## src/ispc_pkg.sv

```systemverilog
// Purpose: constants and types for the idle/sleep power controller
// Assumes: one 250 MHz clock, asynchronous active-low reset
// Notes: all state of the controller is one packed struct
//
// Notes on behaviour
// - idle entry withholds the processor clock until a wake-up event
// - idle entry clears the watchdog_timer count automatically
// - idle keeps system clock and non-disabled peripherals running
// - idle keeps low_power_rc_clock on if watchdog or clock monitor enabled
// - idle ends on enabled interrupt, any reset or watchdog time-out
// - idle wake restores processor clock at once and resumes execution
// - sleep entry stops the system clock and its on-chip oscillator
// - sleep freezes every pin direction and output level from entry
// - fail_safe_clock_monitor is inactive throughout sleep
// - sleep keeps low_power_rc_clock for watchdog or calendar_clock on it
// - enabled watchdog_timer is cleared before sleep takes effect
// - sleep disables system-clocked peripherals; change notify keeps running
// - sleep ends on enabled interrupt, any reset or watchdog time-out
// - sleep wake restarts on the clock source selected at entry
// - retention sleep behaves as sleep with only core_supply lowered
// - retention wake adds regulator_wakeup_delay for core_supply to recover
// - retention regulator needs config programmed 0 and enable bit 1
// - retention regulator is used only in sleep, never run or idle
package ispc_pkg;

  localparam int unsigned CLK_MHZ       = 250;
  // regulator_wakeup_delay in microseconds, plain default
  localparam int unsigned REG_DELAY_US  = 10;
  localparam int unsigned REG_DELAY_CYC = REG_DELAY_US * CLK_MHZ;
  // oscillator restart wait after sleep, in cycles
  localparam int unsigned OSC_START_CYC = 16;
  localparam int unsigned CNT_W         = 16;
  localparam int unsigned PIN_W         = 16;
  localparam int unsigned SRC_W         = 3;

  localparam logic MODE_SLEEP = 1'b0;
  localparam logic MODE_IDLE  = 1'b1;

  typedef enum logic [2:0] {
    ISPC_RUN    = 3'b000,
    ISPC_IDLE   = 3'b001,
    ISPC_SLEEP  = 3'b010,
    ISPC_OSCUP  = 3'b011,
    ISPC_REGUP  = 3'b100
  } ispc_state_e;

  typedef struct packed {
    logic             req;
    logic             mode;
    logic [SRC_W-1:0] clk_src;
  } ispc_req_s;

  typedef struct packed {
    logic wdt_en;
    logic fail_safe_clock_monitor_en;
    logic cal_en;
    logic cal_on_low_power_rc_clock;
    logic reg_cfg;
    logic retention_enable;
  } ispc_cfg_s;

  typedef struct packed {
    ispc_state_e      st;
    logic [CNT_W-1:0] cnt;
    logic             cpu_clk_en;
    logic             sys_clk_en;
    logic             osc_en;
    logic             low_power_rc_clock_en;
    logic             fail_safe_clock_monitor_act;
    logic             periph_en;
    logic             wdt_clr;
    logic             ack;
    logic             freeze;
    logic             ret_reg_en;
    logic             retained;
    logic             in_sleep;
    logic             in_idle;
    logic [SRC_W-1:0] src_hold;
    logic [PIN_W-1:0] pin_dir;
    logic [PIN_W-1:0] pin_out;
  } ispc_st_s;

endpackage

```

## src/ispc_ctrl.sv

```systemverilog
// Purpose: idle and sleep power-saving sequencer
// Assumes: wake inputs come from logic on clk; no sync needed
// Notes: reset of the device is rst_b itself, which always wakes
`timescale 1ns/1ns
module ispc_ctrl
  import ispc_pkg::*;
#(
  parameter int unsigned REG_CYC = REG_DELAY_CYC,
  parameter int unsigned OSC_CYC = OSC_START_CYC
) (
  input  wire  logic             clk,
  input  wire  logic             rst_b,
  input  wire  ispc_req_s        save_req,
  input  wire  ispc_cfg_s        cfg,
  input  wire  logic             irq_wake,
  input  wire  logic             wdt_timeout,
  input  wire  logic [PIN_W-1:0] gpio_dir,
  input  wire  logic [PIN_W-1:0] gpio_out,
  output logic                   save_ack,
  output logic                   cpu_clk_en,
  output logic                   sys_clk_en,
  output logic                   osc_en,
  output logic                   low_power_rc_clock_en,
  output logic                   fail_safe_clock_monitor_act,
  output logic                   periph_en,
  output logic                   wdt_clr,
  output logic                   ret_reg_en,
  output logic                   in_idle,
  output logic                   in_sleep,
  output logic [SRC_W-1:0]       restart_src,
  output logic [PIN_W-1:0]       pin_dir,
  output logic [PIN_W-1:0]       pin_out
);

  localparam logic [CNT_W-1:0] REG_CNT = CNT_W'(REG_CYC - 1);
  localparam logic [CNT_W-1:0] OSC_CNT = CNT_W'(OSC_CYC - 1);

  ispc_st_s s_q;
  ispc_st_s s_d;
  logic     wake;
  logic     ret_ok;

  assign wake   = irq_wake | wdt_timeout;
  assign ret_ok = !cfg.reg_cfg && cfg.retention_enable;

  always_comb begin
    s_d            = s_q;
    s_d.wdt_clr    = 1'b0;
    s_d.ack        = 1'b0;
    s_d.in_idle    = (s_q.st == ISPC_IDLE);
    s_d.in_sleep   = (s_q.st == ISPC_SLEEP);
    // pins pass through except when frozen
    if (!s_q.freeze) begin
      s_d.pin_dir = gpio_dir;
      s_d.pin_out = gpio_out;
    end
    case (s_q.st)
      ISPC_RUN: begin
        s_d.cpu_clk_en = 1'b1;
        s_d.sys_clk_en = 1'b1;
        s_d.osc_en     = 1'b1;
        s_d.periph_en  = 1'b1;
        s_d.fail_safe_clock_monitor_act   = cfg.fail_safe_clock_monitor_en;
        s_d.low_power_rc_clock_en    = cfg.wdt_en | cfg.fail_safe_clock_monitor_en | (cfg.cal_en & cfg.cal_on_low_power_rc_clock);
        s_d.ret_reg_en = 1'b0;
        if (save_req.req && !s_q.ack) begin
          s_d.ack        = 1'b1;
          s_d.cpu_clk_en = 1'b0;
          s_d.wdt_clr    = cfg.wdt_en | (save_req.mode == MODE_IDLE);
          if (save_req.mode == MODE_IDLE) begin
            s_d.st      = ISPC_IDLE;
            s_d.low_power_rc_clock_en = cfg.wdt_en | cfg.fail_safe_clock_monitor_en;
          end else begin
            s_d.st         = ISPC_SLEEP;
            s_d.src_hold   = save_req.clk_src;
            s_d.sys_clk_en = 1'b0;
            s_d.osc_en     = 1'b0;
            s_d.periph_en  = 1'b0;
            s_d.fail_safe_clock_monitor_act   = 1'b0;
            s_d.freeze     = 1'b1;
            s_d.pin_dir    = gpio_dir;
            s_d.pin_out    = gpio_out;
            s_d.low_power_rc_clock_en    = cfg.wdt_en | (cfg.cal_en & cfg.cal_on_low_power_rc_clock);
            s_d.ret_reg_en = ret_ok;
            s_d.retained   = ret_ok;
          end
        end
      end
      ISPC_IDLE: begin
        // system clock and peripherals stay on while the core waits
        s_d.sys_clk_en = 1'b1;
        s_d.periph_en  = 1'b1;
        // track enables live so a late watchdog enable still keeps low_power_rc_clock up
        s_d.low_power_rc_clock_en    = cfg.wdt_en | cfg.fail_safe_clock_monitor_en;
        s_d.fail_safe_clock_monitor_act   = cfg.fail_safe_clock_monitor_en;
        if (wake) begin
          s_d.st         = ISPC_RUN;
          s_d.cpu_clk_en = 1'b1;
        end
      end
      ISPC_SLEEP: begin
        s_d.low_power_rc_clock_en = cfg.wdt_en | (cfg.cal_en & cfg.cal_on_low_power_rc_clock);
        if (wake) begin
          s_d.ret_reg_en = 1'b0;
          s_d.cnt        = s_q.retained ? REG_CNT : OSC_CNT;
          s_d.st         = s_q.retained ? ISPC_REGUP : ISPC_OSCUP;
        end
      end
      ISPC_REGUP: begin
        // core supply recovers before the oscillator is restarted
        if (s_q.cnt == '0) begin
          s_d.cnt = OSC_CNT;
          s_d.st  = ISPC_OSCUP;
        end else begin
          s_d.cnt = s_q.cnt - 1'b1;
        end
      end
      ISPC_OSCUP: begin
        s_d.osc_en     = 1'b1;
        s_d.sys_clk_en = 1'b1;
        if (s_q.cnt == '0) begin
          s_d.st         = ISPC_RUN;
          s_d.cpu_clk_en = 1'b1;
          s_d.periph_en  = 1'b1;
          s_d.freeze     = 1'b0;
          s_d.retained   = 1'b0;
          s_d.fail_safe_clock_monitor_act   = cfg.fail_safe_clock_monitor_en;
        end else begin
          s_d.cnt = s_q.cnt - 1'b1;
        end
      end
      default: begin
        s_d.st = ISPC_RUN;
      end
    endcase
  end

  // reset wakes from either mode: run state, processor, system and oscillator clocks on
  always_ff @(posedge clk or negedge rst_b) begin
    if (!rst_b) begin
      s_q            <= '0;
      s_q.st         <= ISPC_RUN;
      s_q.cpu_clk_en <= 1'b1;
      s_q.sys_clk_en <= 1'b1;
      s_q.osc_en     <= 1'b1;
      s_q.periph_en  <= 1'b1;
    end else begin
      s_q <= s_d;
    end
  end

  assign save_ack    = s_q.ack;
  assign cpu_clk_en  = s_q.cpu_clk_en;
  assign sys_clk_en  = s_q.sys_clk_en;
  assign osc_en      = s_q.osc_en;
  assign low_power_rc_clock_en     = s_q.low_power_rc_clock_en;
  assign fail_safe_clock_monitor_act    = s_q.fail_safe_clock_monitor_act;
  assign periph_en   = s_q.periph_en;
  assign wdt_clr     = s_q.wdt_clr;
  assign ret_reg_en  = s_q.ret_reg_en;
  assign in_idle     = s_q.in_idle;
  assign in_sleep    = s_q.in_sleep;
  assign restart_src = s_q.src_hold;
  assign pin_dir     = s_q.pin_dir;
  assign pin_out     = s_q.pin_out;

  a_idle_cpu_off: assert property (@(posedge clk) disable iff (!rst_b)
    (s_q.st == ISPC_IDLE) |-> !cpu_clk_en)
    else $error("cpu clock running in idle");
  a_idle_wdt_clr: assert property (@(posedge clk) disable iff (!rst_b)
    ($rose(s_q.st == ISPC_IDLE)) |-> wdt_clr)
    else $error("watchdog not cleared on idle entry");
  a_idle_sys_on: assert property (@(posedge clk) disable iff (!rst_b)
    (s_q.st == ISPC_IDLE) |-> sys_clk_en && periph_en)
    else $error("system clock stopped in idle");
  a_idle_low_power_rc_clock_on: assert property (@(posedge clk) disable iff (!rst_b)
    (s_q.st == ISPC_IDLE && $stable(cfg) && (cfg.wdt_en || cfg.fail_safe_clock_monitor_en)) |-> low_power_rc_clock_en)
    else $error("low_power_rc_clock off in idle");
  a_idle_wake: assert property (@(posedge clk) disable iff (!rst_b)
    (s_q.st == ISPC_IDLE && wake) |=> cpu_clk_en && s_q.st == ISPC_RUN)
    else $error("idle wake not immediate");
  a_sleep_clk_off: assert property (@(posedge clk) disable iff (!rst_b)
    (s_q.st == ISPC_SLEEP) |-> !sys_clk_en && !osc_en && !periph_en)
    else $error("clock running in sleep");
  a_sleep_freeze: assert property (@(posedge clk) disable iff (!rst_b)
    (s_q.st == ISPC_SLEEP && $past(s_q.st) == ISPC_SLEEP) |-> $stable(pin_out)
      && $stable(pin_dir))
    else $error("pins moved in sleep");
  a_sleep_fail_safe_clock_monitor: assert property (@(posedge clk) disable iff (!rst_b)
    (s_q.st == ISPC_SLEEP) |-> !fail_safe_clock_monitor_act)
    else $error("clock monitor active in sleep");
  a_reg_only_sleep: assert property (@(posedge clk) disable iff (!rst_b)
    ret_reg_en |-> s_q.st == ISPC_SLEEP)
    else $error("retention regulator outside sleep");
  a_sleep_wake: assert property (@(posedge clk) disable iff (!rst_b)
    (s_q.st == ISPC_SLEEP && wake && !s_q.retained) |=> s_q.st == ISPC_OSCUP)
    else $error("sleep wake missed");
  a_sleep_low_power_rc_clock_on: assert property (@(posedge clk) disable iff (!rst_b)
    (s_q.st == ISPC_SLEEP && $stable(cfg)) |->
      low_power_rc_clock_en == (cfg.wdt_en | (cfg.cal_en & cfg.cal_on_low_power_rc_clock)))
    else $error("low_power_rc_clock wrong in sleep");
  a_sleep_wdt_clr: assert property (@(posedge clk) disable iff (!rst_b)
    $rose(s_q.st == ISPC_SLEEP) |-> wdt_clr == $past(cfg.wdt_en))
    else $error("watchdog clear wrong on sleep entry");
  a_sleep_src_kept: assert property (@(posedge clk) disable iff (!rst_b)
    $rose(s_q.st == ISPC_SLEEP) |-> restart_src == $past(save_req.clk_src))
    else $error("restart source not captured");
  a_reg_enable_ok: assert property (@(posedge clk) disable iff (!rst_b)
    $rose(s_q.st == ISPC_SLEEP) |-> ret_reg_en == $past(!cfg.reg_cfg && cfg.retention_enable))
    else $error("retention regulator enable wrong");
  a_ret_wake_delay: assert property (@(posedge clk) disable iff (!rst_b)
    (s_q.st == ISPC_SLEEP && wake && s_q.retained) |=> s_q.st == ISPC_REGUP)
    else $error("retention wake skipped supply wait");
  a_regup_held_off: assert property (@(posedge clk) disable iff (!rst_b)
    (s_q.st == ISPC_REGUP) |-> !osc_en && !cpu_clk_en)
    else $error("clock restarted before supply recovered");
  a_idle_entry_ok: assert property (@(posedge clk) disable iff (!rst_b)
    (s_q.st == ISPC_RUN && save_req.req && save_req.mode == MODE_IDLE && !save_ack)
      |=> s_q.st == ISPC_IDLE && !cpu_clk_en)
    else $error("idle request not taken");
  a_sleep_entry_ok: assert property (@(posedge clk) disable iff (!rst_b)
    (s_q.st == ISPC_RUN && save_req.req && save_req.mode == MODE_SLEEP && !save_ack)
      |=> s_q.st == ISPC_SLEEP && !sys_clk_en)
    else $error("sleep request not taken");
  a_idle_fail_safe_clock_monitor_on: assert property (@(posedge clk) disable iff (!rst_b)
    (s_q.st == ISPC_IDLE && $stable(cfg)) |-> fail_safe_clock_monitor_act == cfg.fail_safe_clock_monitor_en)
    else $error("clock monitor wrong in idle");
  a_oscup_to_run: assert property (@(posedge clk) disable iff (!rst_b)
    (s_q.st == ISPC_OSCUP && s_q.cnt == '0) |=> s_q.st == ISPC_RUN && cpu_clk_en
      && !s_q.freeze)
    else $error("oscillator wait did not end in run");

endmodule // ispc_ctrl

```

## config.mk

```make
export PLATFORM = sky130hd
export DESIGN_NAME = ispc_ctrl
export DESIGN_NICKNAME = d
export VERILOG_FILES = /design/src/ispc_pkg.sv /design/src/ispc_ctrl.sv
export SDC_FILE = /design/constraint.sdc
export NUM_CORES = 1
export LEC_CHECK = 0
export BUFFER_PORTS_ARGS = -buffer_cell sky130_fd_sc_hd__buf_2
export CORE_AREA = 2 2 82 84
export DETAILED_ROUTE_END_ITERATION = 8
export DIE_AREA = 0 0 84 86
export PLACE_DENSITY = 0.93
export REMOVE_ABC_BUFFERS = 1
export SLEW_MARGIN = 10
export SYNTH_ARGS = -nofsm -noshare
export SYNTH_HDL_FRONTEND = slang
export SYNTH_SLANG_ARGS = --single-unit
```

## constraint.sdc

```tcl
create_clock -name clk -period 4.6 [get_ports clk]
set_input_delay 0.46 -clock clk [delete_from_list [all_inputs] [get_ports clk]]
set_output_delay 0.46 -clock clk [all_outputs]
set_load 0.05 [all_outputs]
```

# After elaboration in Yosys (flattened, before gate mapping)
# Cells that the tools add are included.
# op_classes
addsub	1
eq_ne	11
n_mux	34
n_bitwise	7
reduce_logical	18
# op_table
op	count
two-way mux 32 bit	4
case mux 16 bit (3 select lines)	1
two-way mux 16 bit	2
two-way mux 19 bit	1
two-way mux 3 bit	6
logical NOT 16 bit	1
subtractor 16 x 1 -> 16 bit, second input constant	1
case mux 3 bit (5 select lines)	1
two-way mux 12 bit	1
case mux 2 bit (3 select lines)	2
two-way mux 11 bit	1
two-way mux 2 bit	5
!= test 2 bit, second input constant	5
AND reduction 3 bit	3
nonzero test 3 bit	3
case mux 1 bit (2 select lines)	4
equality test 3 x 2 -> 1 bit, second input constant	2
two-way mux 1 bit	5
OR 1 bit	5
AND reduction 5 bit	1
!= test 2 x 1 -> 1 bit, second input constant	2
AND reduction 2 bit	2
AND reduction 4 bit	1
nonzero test 2 bit	2
other kinds (8)	10
# totals
register_bits	67

# Depth between registers and ports, before layout
# Gate-level depths: netlist of run 1.
# depth
depth_word	5
ltp_mapped	9

# Worst setup path before layout of run 1
# No wires, ideal clock.
# synth_path
kind	reg-to-reg
start	reg s_q (netlist bit save_ack)
end	reg s_q (netlist bit pin_dir[0])
setup_time_ns	0.125
arrival_ns	1.840
slack_ns	2.635
path_stages_with_launch	7
synth_period_minus_slack_ns	1.965
path_cell_list	dfrtp_1 > nand2b_1 > nor2_1 > nand2_1 > nand2_1 > buf_2 > mux2_2
# synth_lines
element	line_no	rtl
from (decl)	ispc_ctrl.sv:38	ispc_st_s s_q;

# Worst setup path in the final report of run 1
# layout_path
start	reg s_q[48] (netlist name)
end	reg s_q[56] (netlist name)
# layout_via
elab_chain_len	3
# layout_lines
element	line_no	rtl
subtractor 16 x 1 -> 16 bit or logical NOT 16 bit (tied branches)	-	
two-way mux 16 bit (tied with other cells)	ispc_ctrl.sv:121	if (s_q.cnt == '0) begin
case mux 16 bit (3 select lines) or AND reduction 3 bit (tied branches)	-	
# Several ways; a longest one is shown, not always the timed one. The select of a mux whose other input is x is not followed.
# A chain may end at the register's enable or synchronous reset.

==> flow_summary.json, run 1 <==
{
  "cts-resized-gates": 0,
  "power.leakage_nw": 1.78,
  "worstPathMaxFanout": 12,
  "grt_max_degree": 44,
  "synth.largest_area_cell": "dfrtp_1",
  "critPathArrivalTime_ns": 2.73,
  "postRouteWirelength_um": 7470,
  "antenna_cells": 0,
  "syn_to_final_growth_pct": 12.7,
  "coreArea_sq_mm": 0.00628,
  "drcViolationCount": 0,
  "overflow": 0,
  "slowest_stage": "a21oi_1",
  "min_period_ns": 2.50,
  "maxSlewHeadroom": 0.385,
  "drt.antenna.violating_nets": 0,
  "clk_latency_ns": 0.35,
  "viasPerCell": 5.95,
  "num_rows": 29,
  "finalSetupViolations": 0,
  "root_buffer": "clkbuf_8",
  "clkTransAtPathRegs_ns": 0.07,
  "holdCritPathClass": "in2async",
  "max_freq_mhz": 400,
  "grt_pass1_wl_um": 12300,
  "slew_violations": 0,
  "reg2reg_setup_slack_ns": 2.10,
  "crit_path_start_kind": "flop",
  "synth_mux_area_frac": 0.118,
  "cts_tree": "built",
  "drtPass1Iterations": 5,
  "start_util": 0.547,
  "vias": 2655,
  "tightest_slew_ns": 0.923,
  "syn_area_sq_mm": 0.00343,
  "wl_per_cell_um": 16.8,
  "grt_util_all_layers": 0.216,
  "finClkSkew_ns": 0.00894,
  "synth.distinct_cells": 51,
  "cp_data_required_time_ns": 4.83,
  "avgSynthCellArea_sq_um": 11.0,
  "post_synth_xor_area_fraction": 0.00255,
  "grt_pass1_vias": 2557,
  "mostFrequentLayoutCells": "buf_2, dfrtp_1, mux2_2",
  "synth_adder_area_share": 0.00729,
  "fin_nets": 413,
  "crit_chain": "inv_1 -> ha_1 -> nor3b_2 -> nand4_2 -> a21oi_1 -> o21ai_0 -> a22o_2",
  "dp_hpwl_um": 5300,
  "die_area_sq_mm": 0.00722,
  "htreeDepth": 3,
  "io_pins": 93,
  "synth_top_area_share": 0.460,
  "io_buffers": 92,
  "syn_inst": 311,
  "cts_buffers": 9,
  "yosys_warnings": 0,
  "synthSimpleGateAreaFrac": 0.139,
  "synth_edf_count": 0,
  "async_flop_share": 1.00,
  "synth_area_leaders": "dfrtp_1, mux2_2, buf_4",
  "layout_commonest_cell": "buf_2",
  "final.period_utilization": 0.543,
  "synth_compound_area_frac": 0.131,
  "ys_seq_area_frac": 0.490,
  "ys_ff_latch": 67,
  "die_h_um": 86,
  "hold_viol": 0,
  "setup_tns_ns": 0,
  "crit_type": "reg2reg",
  "end_kind": "flop",
  "fp.dieW_um": 84,
  "clock-sinks": 67,
  "drtIter0Drc": 239,
  "layout-drive-gt1-share": 0.442,
  "hold_buffers": 0,
  "maxCapViolations": 0,
  "post_cts_buffers": 0,
  "cts_buffer_depth": 2,
  "cp_top_family": "compound AO/OA/AOI/OAI gates",
  "synth_flop_cell": "dfrtp_1",
  "cp_slowest_stage_delay_ns": 0.78,
  "place_congestion": 0.878,
  "antenna_found_initial": 0,
  "power.density_mw_per_mm2": 855,
  "synth_top_family_by_area": "simple AND/OR/NAND/NOR gates",
  "vdd_drop_max_mv": 0.762,
  "status": "finished, final reports clean",
  "power_mw": 3.31,
  "rsz0062_at_grt": "false",
  "path_buf_inv": 1
}
==> synth_stat cells, drive strengths merged (3+ instances only) <==
cell,number
dfrtp,63
buf,48
mux2,35
nor2,23
nand2,17
a21oi,14
o21ai,14
nor3,13
nor4,6
inv,5
dfstp,4
nand4,4
nor3b,4
o21a,4
o31ai,4
a22o,3
a22oi,3
a31oi,3
clkbuf,3
o22a,3
o22ai,3
o2bb2ai,3
or2,3
==> through the flow <==
stage / cell area (sq um) / utilization / hold WS (ns) / worst slack, ns / instances
final: 3860 / 0.616 / 0.0895 / 2.10 / 446
after global routing: 3860 / 0.616 / 0.138 / 1.86 / 446
after CTS: 3860 / 0.615 / 0.102 / 1.86 / 446
after detailed placement: 3630 / 0.578 / 0.481 / 1.88 / 430
after global placement: 3630 / 0.578 / 0.467 / 2.01 / 430
after floorplan: 3060 / - / 0.164 / 2.22 / 260
==> logic make-up after synthesis <==
kind of cell,after synthesis
AOI/OAI and AO/OA,65
xor gates and xnor gates,1
adders and majority gates,2
buffers and inverters,56
DFF,67
muxes,36
and+or+nand+nor,84
==> report_power, final <==
part / internal (mW) / switching, mW
clock network: 0.336 / 0.228
registers: 0.856 / 0.237
logic: 0.492 / 1.16
total: 1.68 / 1.62
==> worst register-to-register path: cells and delay by family, from the launching register on <==
| family | cells | cell delay, ns |
|---|---|---|
| compound gates | 3 | 1.24 |
| fa+ha+maj | 1 | 0.13 |
| buf+inv | 1 | 0.10 |
| flops | 1 | 0.42 |
| simple gates | 2 | 0.49 |
==> path summary, 6_finish.rpt <==
kind,start,end,cells past startpoint
max in group asynchronous,rst_b,osc_en,2
setup reg to reg,s_q[48],s_q[56],7
min in group clk,gpio_out[11],pin_out[11],2
setup / recovery,s_q[48],s_q[56],7
hold reg to reg,pin_out[0],pin_out[0],1
hold / removal,rst_b,wdt_clr,1
==> final cells by class <==
cell class,instances,area (sq um)
flip-flops and latches,67,1680
inverters,5,18.8
clock inverters,5,83.8
multi-input cells,188,1370
fillers,465,2410
repair buffers,93,468
clock buffers,11,151
well taps,77,96.3
==> state kept, by name (all words and copies together), names as in the netlist, 3 cells and up <==
name and flops:
s_q 21, pin_out 16, restart_src 3, pin_dir 16
==> layer usage <==
layer,up-vias,global-route usage,share of wire
li1,1182,-,-
met3,25,0.0654,0.082
met5,-,0,0
met4,0,0.0748,0.023
met2,156,0.377,0.51
met1,1292,0.253,0.39
Power figures use the tool's default switching activity.
==> inputs of run 2 (changes only) <==
- CORE_AREA: 2 2 82 84 -> 2 2 89 91
- DIE_AREA: 0 0 84 86 -> 0 0 91 93
- PLACE_DENSITY: 0.93 -> 0.85
- clock period: 4.6 -> 2.15 ns (I/O delays scaled with it)
==> run 2 against run 1 <==
Net effect:
- wire length decreased by 1.6%
- final cell count grew 9.4%
- utilization decreased by 8.1 points
- register-to-register slack worse by 2.0 ns
- total power is 110% higher
- hold slack better by 0.013 ns
- highest routed layer unchanged
- cell area increased by 4.1%
- clock skew grew 0.0013 ns
- critical path depth did not move
==> flow_summary.json, run 2 (synthesized netlist as in run 1, its figures left out) <==
{
  "cts_buffer_depth": 2,
  "finalSetupViolations": 0,
  "grt_pass1_wl_um": 11900,
  "worstPathMaxFanout": 5,
  "largest_reg_flops": 21,
  "status": "finished, final reports clean",
  "coreArea_sq_mm": 0.00753,
  "critPathArrivalTime_ns": 2.32,
  "grt_pass1_vias": 2542,
  "slew_violations": 0,
  "cts_buffers": 9,
  "stdcell_area_sq_mm": 0.00402,
  "fillers": 624,
  "whs_endpoint": "restart_src[2]",
  "hold_slack_ns": 0.103,
  "regToRegEndpoint": "s_q[64]",
  "whs_path_depth": 2,
  "syn_to_final_growth_pct": 17.3,
  "max_freq_mhz": 491,
  "maxSlewHeadroom": 0.675,
  "num_rows": 32,
  "maxCapViolations": 0,
  "antenna_cells": 0,
  "fin_nets": 430,
  "vdd_drop_max_mv": 0.556,
  "drt.antenna.violating_nets": 0,
  "use_met1": 0.217,
  "utilization": 0.535,
  "finClkSkew_ns": 0.0102,
  "r2r-start": "s_q[48]",
  "top_register": "s_q",
  "grt_util_all_layers": 0.175,
  "use_met3": 0.0483,
  "clkTransAtPathRegs_ns": 0.08,
  "io_buffers": 92,
  "final.period_utilization": 0.947,
  "r2r_cells": 7,
  "cp_data_required_time_ns": 2.43,
  "crit_path_start_kind": "flop",
  "clock-sinks": 67,
  "min_period_ns": 2.04,
  "grt_use_met2": 0.302,
  "power.density_mw_per_mm2": 1730,
  "drtIter0Drc": 245,
  "fp.dieW_um": 91,
  "tightest_slew_ns": 0.488,
  "cts_tree": "built",
  "placed_area_sq_mm": 0.00380,
  "htreeDepth": 3,
  "postRouteWirelength_um": 7350,
  "drtPass1Iterations": 4,
  "start_util": 0.456,
  "root_buffer": "clkbuf_8",
  "hp-start": "save_req[2]",
  "reg2reg_setup_slack_ns": 0.11,
  "dp_hpwl_um": 5510,
  "overflow": 0,
  "crit_type": "reg2reg",
  "clk_latency_ns": 0.34,
  "end_kind": "flop",
  "top_usage_layer": "met2",
  "place_congestion": 0.845,
  "layout_commonest_cell": "buf_2",
  "hold_viol": 0,
  "vias": 2569,
  "layout-drive-gt1-share": 0.466,
  "io_pins": 93,
  "mostFrequentLayoutCells": "buf_2, dfrtp_1, mux2_2",
  "power.leakage_nw": 1.85,
  "die_area_sq_mm": 0.00846,
  "viasPerCell": 5.26,
  "die_h_um": 93,
  "drcViolationCount": 0,
  "antenna_found_initial": 0,
  "holdCritPathClass": "in2reg",
  "wl_per_cell_um": 15.1,
  "power_mw": 6.96,
  "grt_max_degree": 48
}
run 2: changes by cell type in the layout (fill, tap and decap cells not counted), moves of 2 or more:
cell and delta:
buf_4 +14, buf_12 +2, bufinv_16 -2, inv_6 +2, clkbuf_8 -2
run 2: how the worst max path moves through the flow:
stage,cells after the start,startpoint,endpoint
final,7,s_q[48],s_q[64]
after global placement,7,s_q[48],s_q[61]
after global routing,8,s_q[48],s_q[57]
after CTS,7,s_q[48],s_q[63]
after floorplan,5,save_ack,pin_dir[0]
after detailed placement,7,s_q[48],s_q[63]
run 2: repair_timing:
| action | 4_1_cts | 5_1_grt |
|---|---|---|
| endpoints found under the setup margin | 0 | 15 |
| buffers inserted | 0 | 0 |
| hold buffers | 1 | 0 |
| resized for setup | 0 | 6 |
| hold endpoints to repair | 20 | 0 |
run 2: cell type report:
class                      instances  area, sq um  share of cell area
sequential                        67         1680               0.418
multi-input combinational        188         1390               0.345
timing repair buffer             110          623               0.155
tap                              102          128              0.0317
clock buffer                       9          124              0.0308
clock inverter                     7         60.1              0.0149
inverter                           5         18.8             0.00466
run 2: routing by layer:
layer  vias to the layer above  part of all wire  routed length, um
met1                      1211              0.43               3150
met2                       124              0.49               3610
met4                         0            0.0087                 64
met3                         6             0.071                522
li1                       1228                 -                  -
met5                         -                 0                  0
run 2: power by group:
group / internal [mW] / switching (mW) / total [mW]
Clock: 0.437 / 0.514 / 0.952
Combinational: 1.18 / 2.56 / 3.74
Sequential: 1.83 / 0.442 / 2.27
Total: 3.45 / 3.51 / 6.96
run 2: worst max-delay path: stages, from the launching register on:
cell,delay (ns)
dfrtp_1,0.45
inv_1,0.12
ha_1,0.15
nor3b_4,0.26
and4_1,0.35
nor2_2,0.08
or4_1,0.50
nand2_1,0.07
run 2: per-stage QoR:
step | std cells | TNS, ns | setup slack [ns]
finish | 488 | 0 | 0.114
floorplan | 260 | -7.47 | -0.233
global placement | 471 | 0 | 0.158
detailed placement | 471 | 0 | 0.0742
global route | 488 | -0.00545 | -0.00545
CTS | 488 | 0 | 0.0219
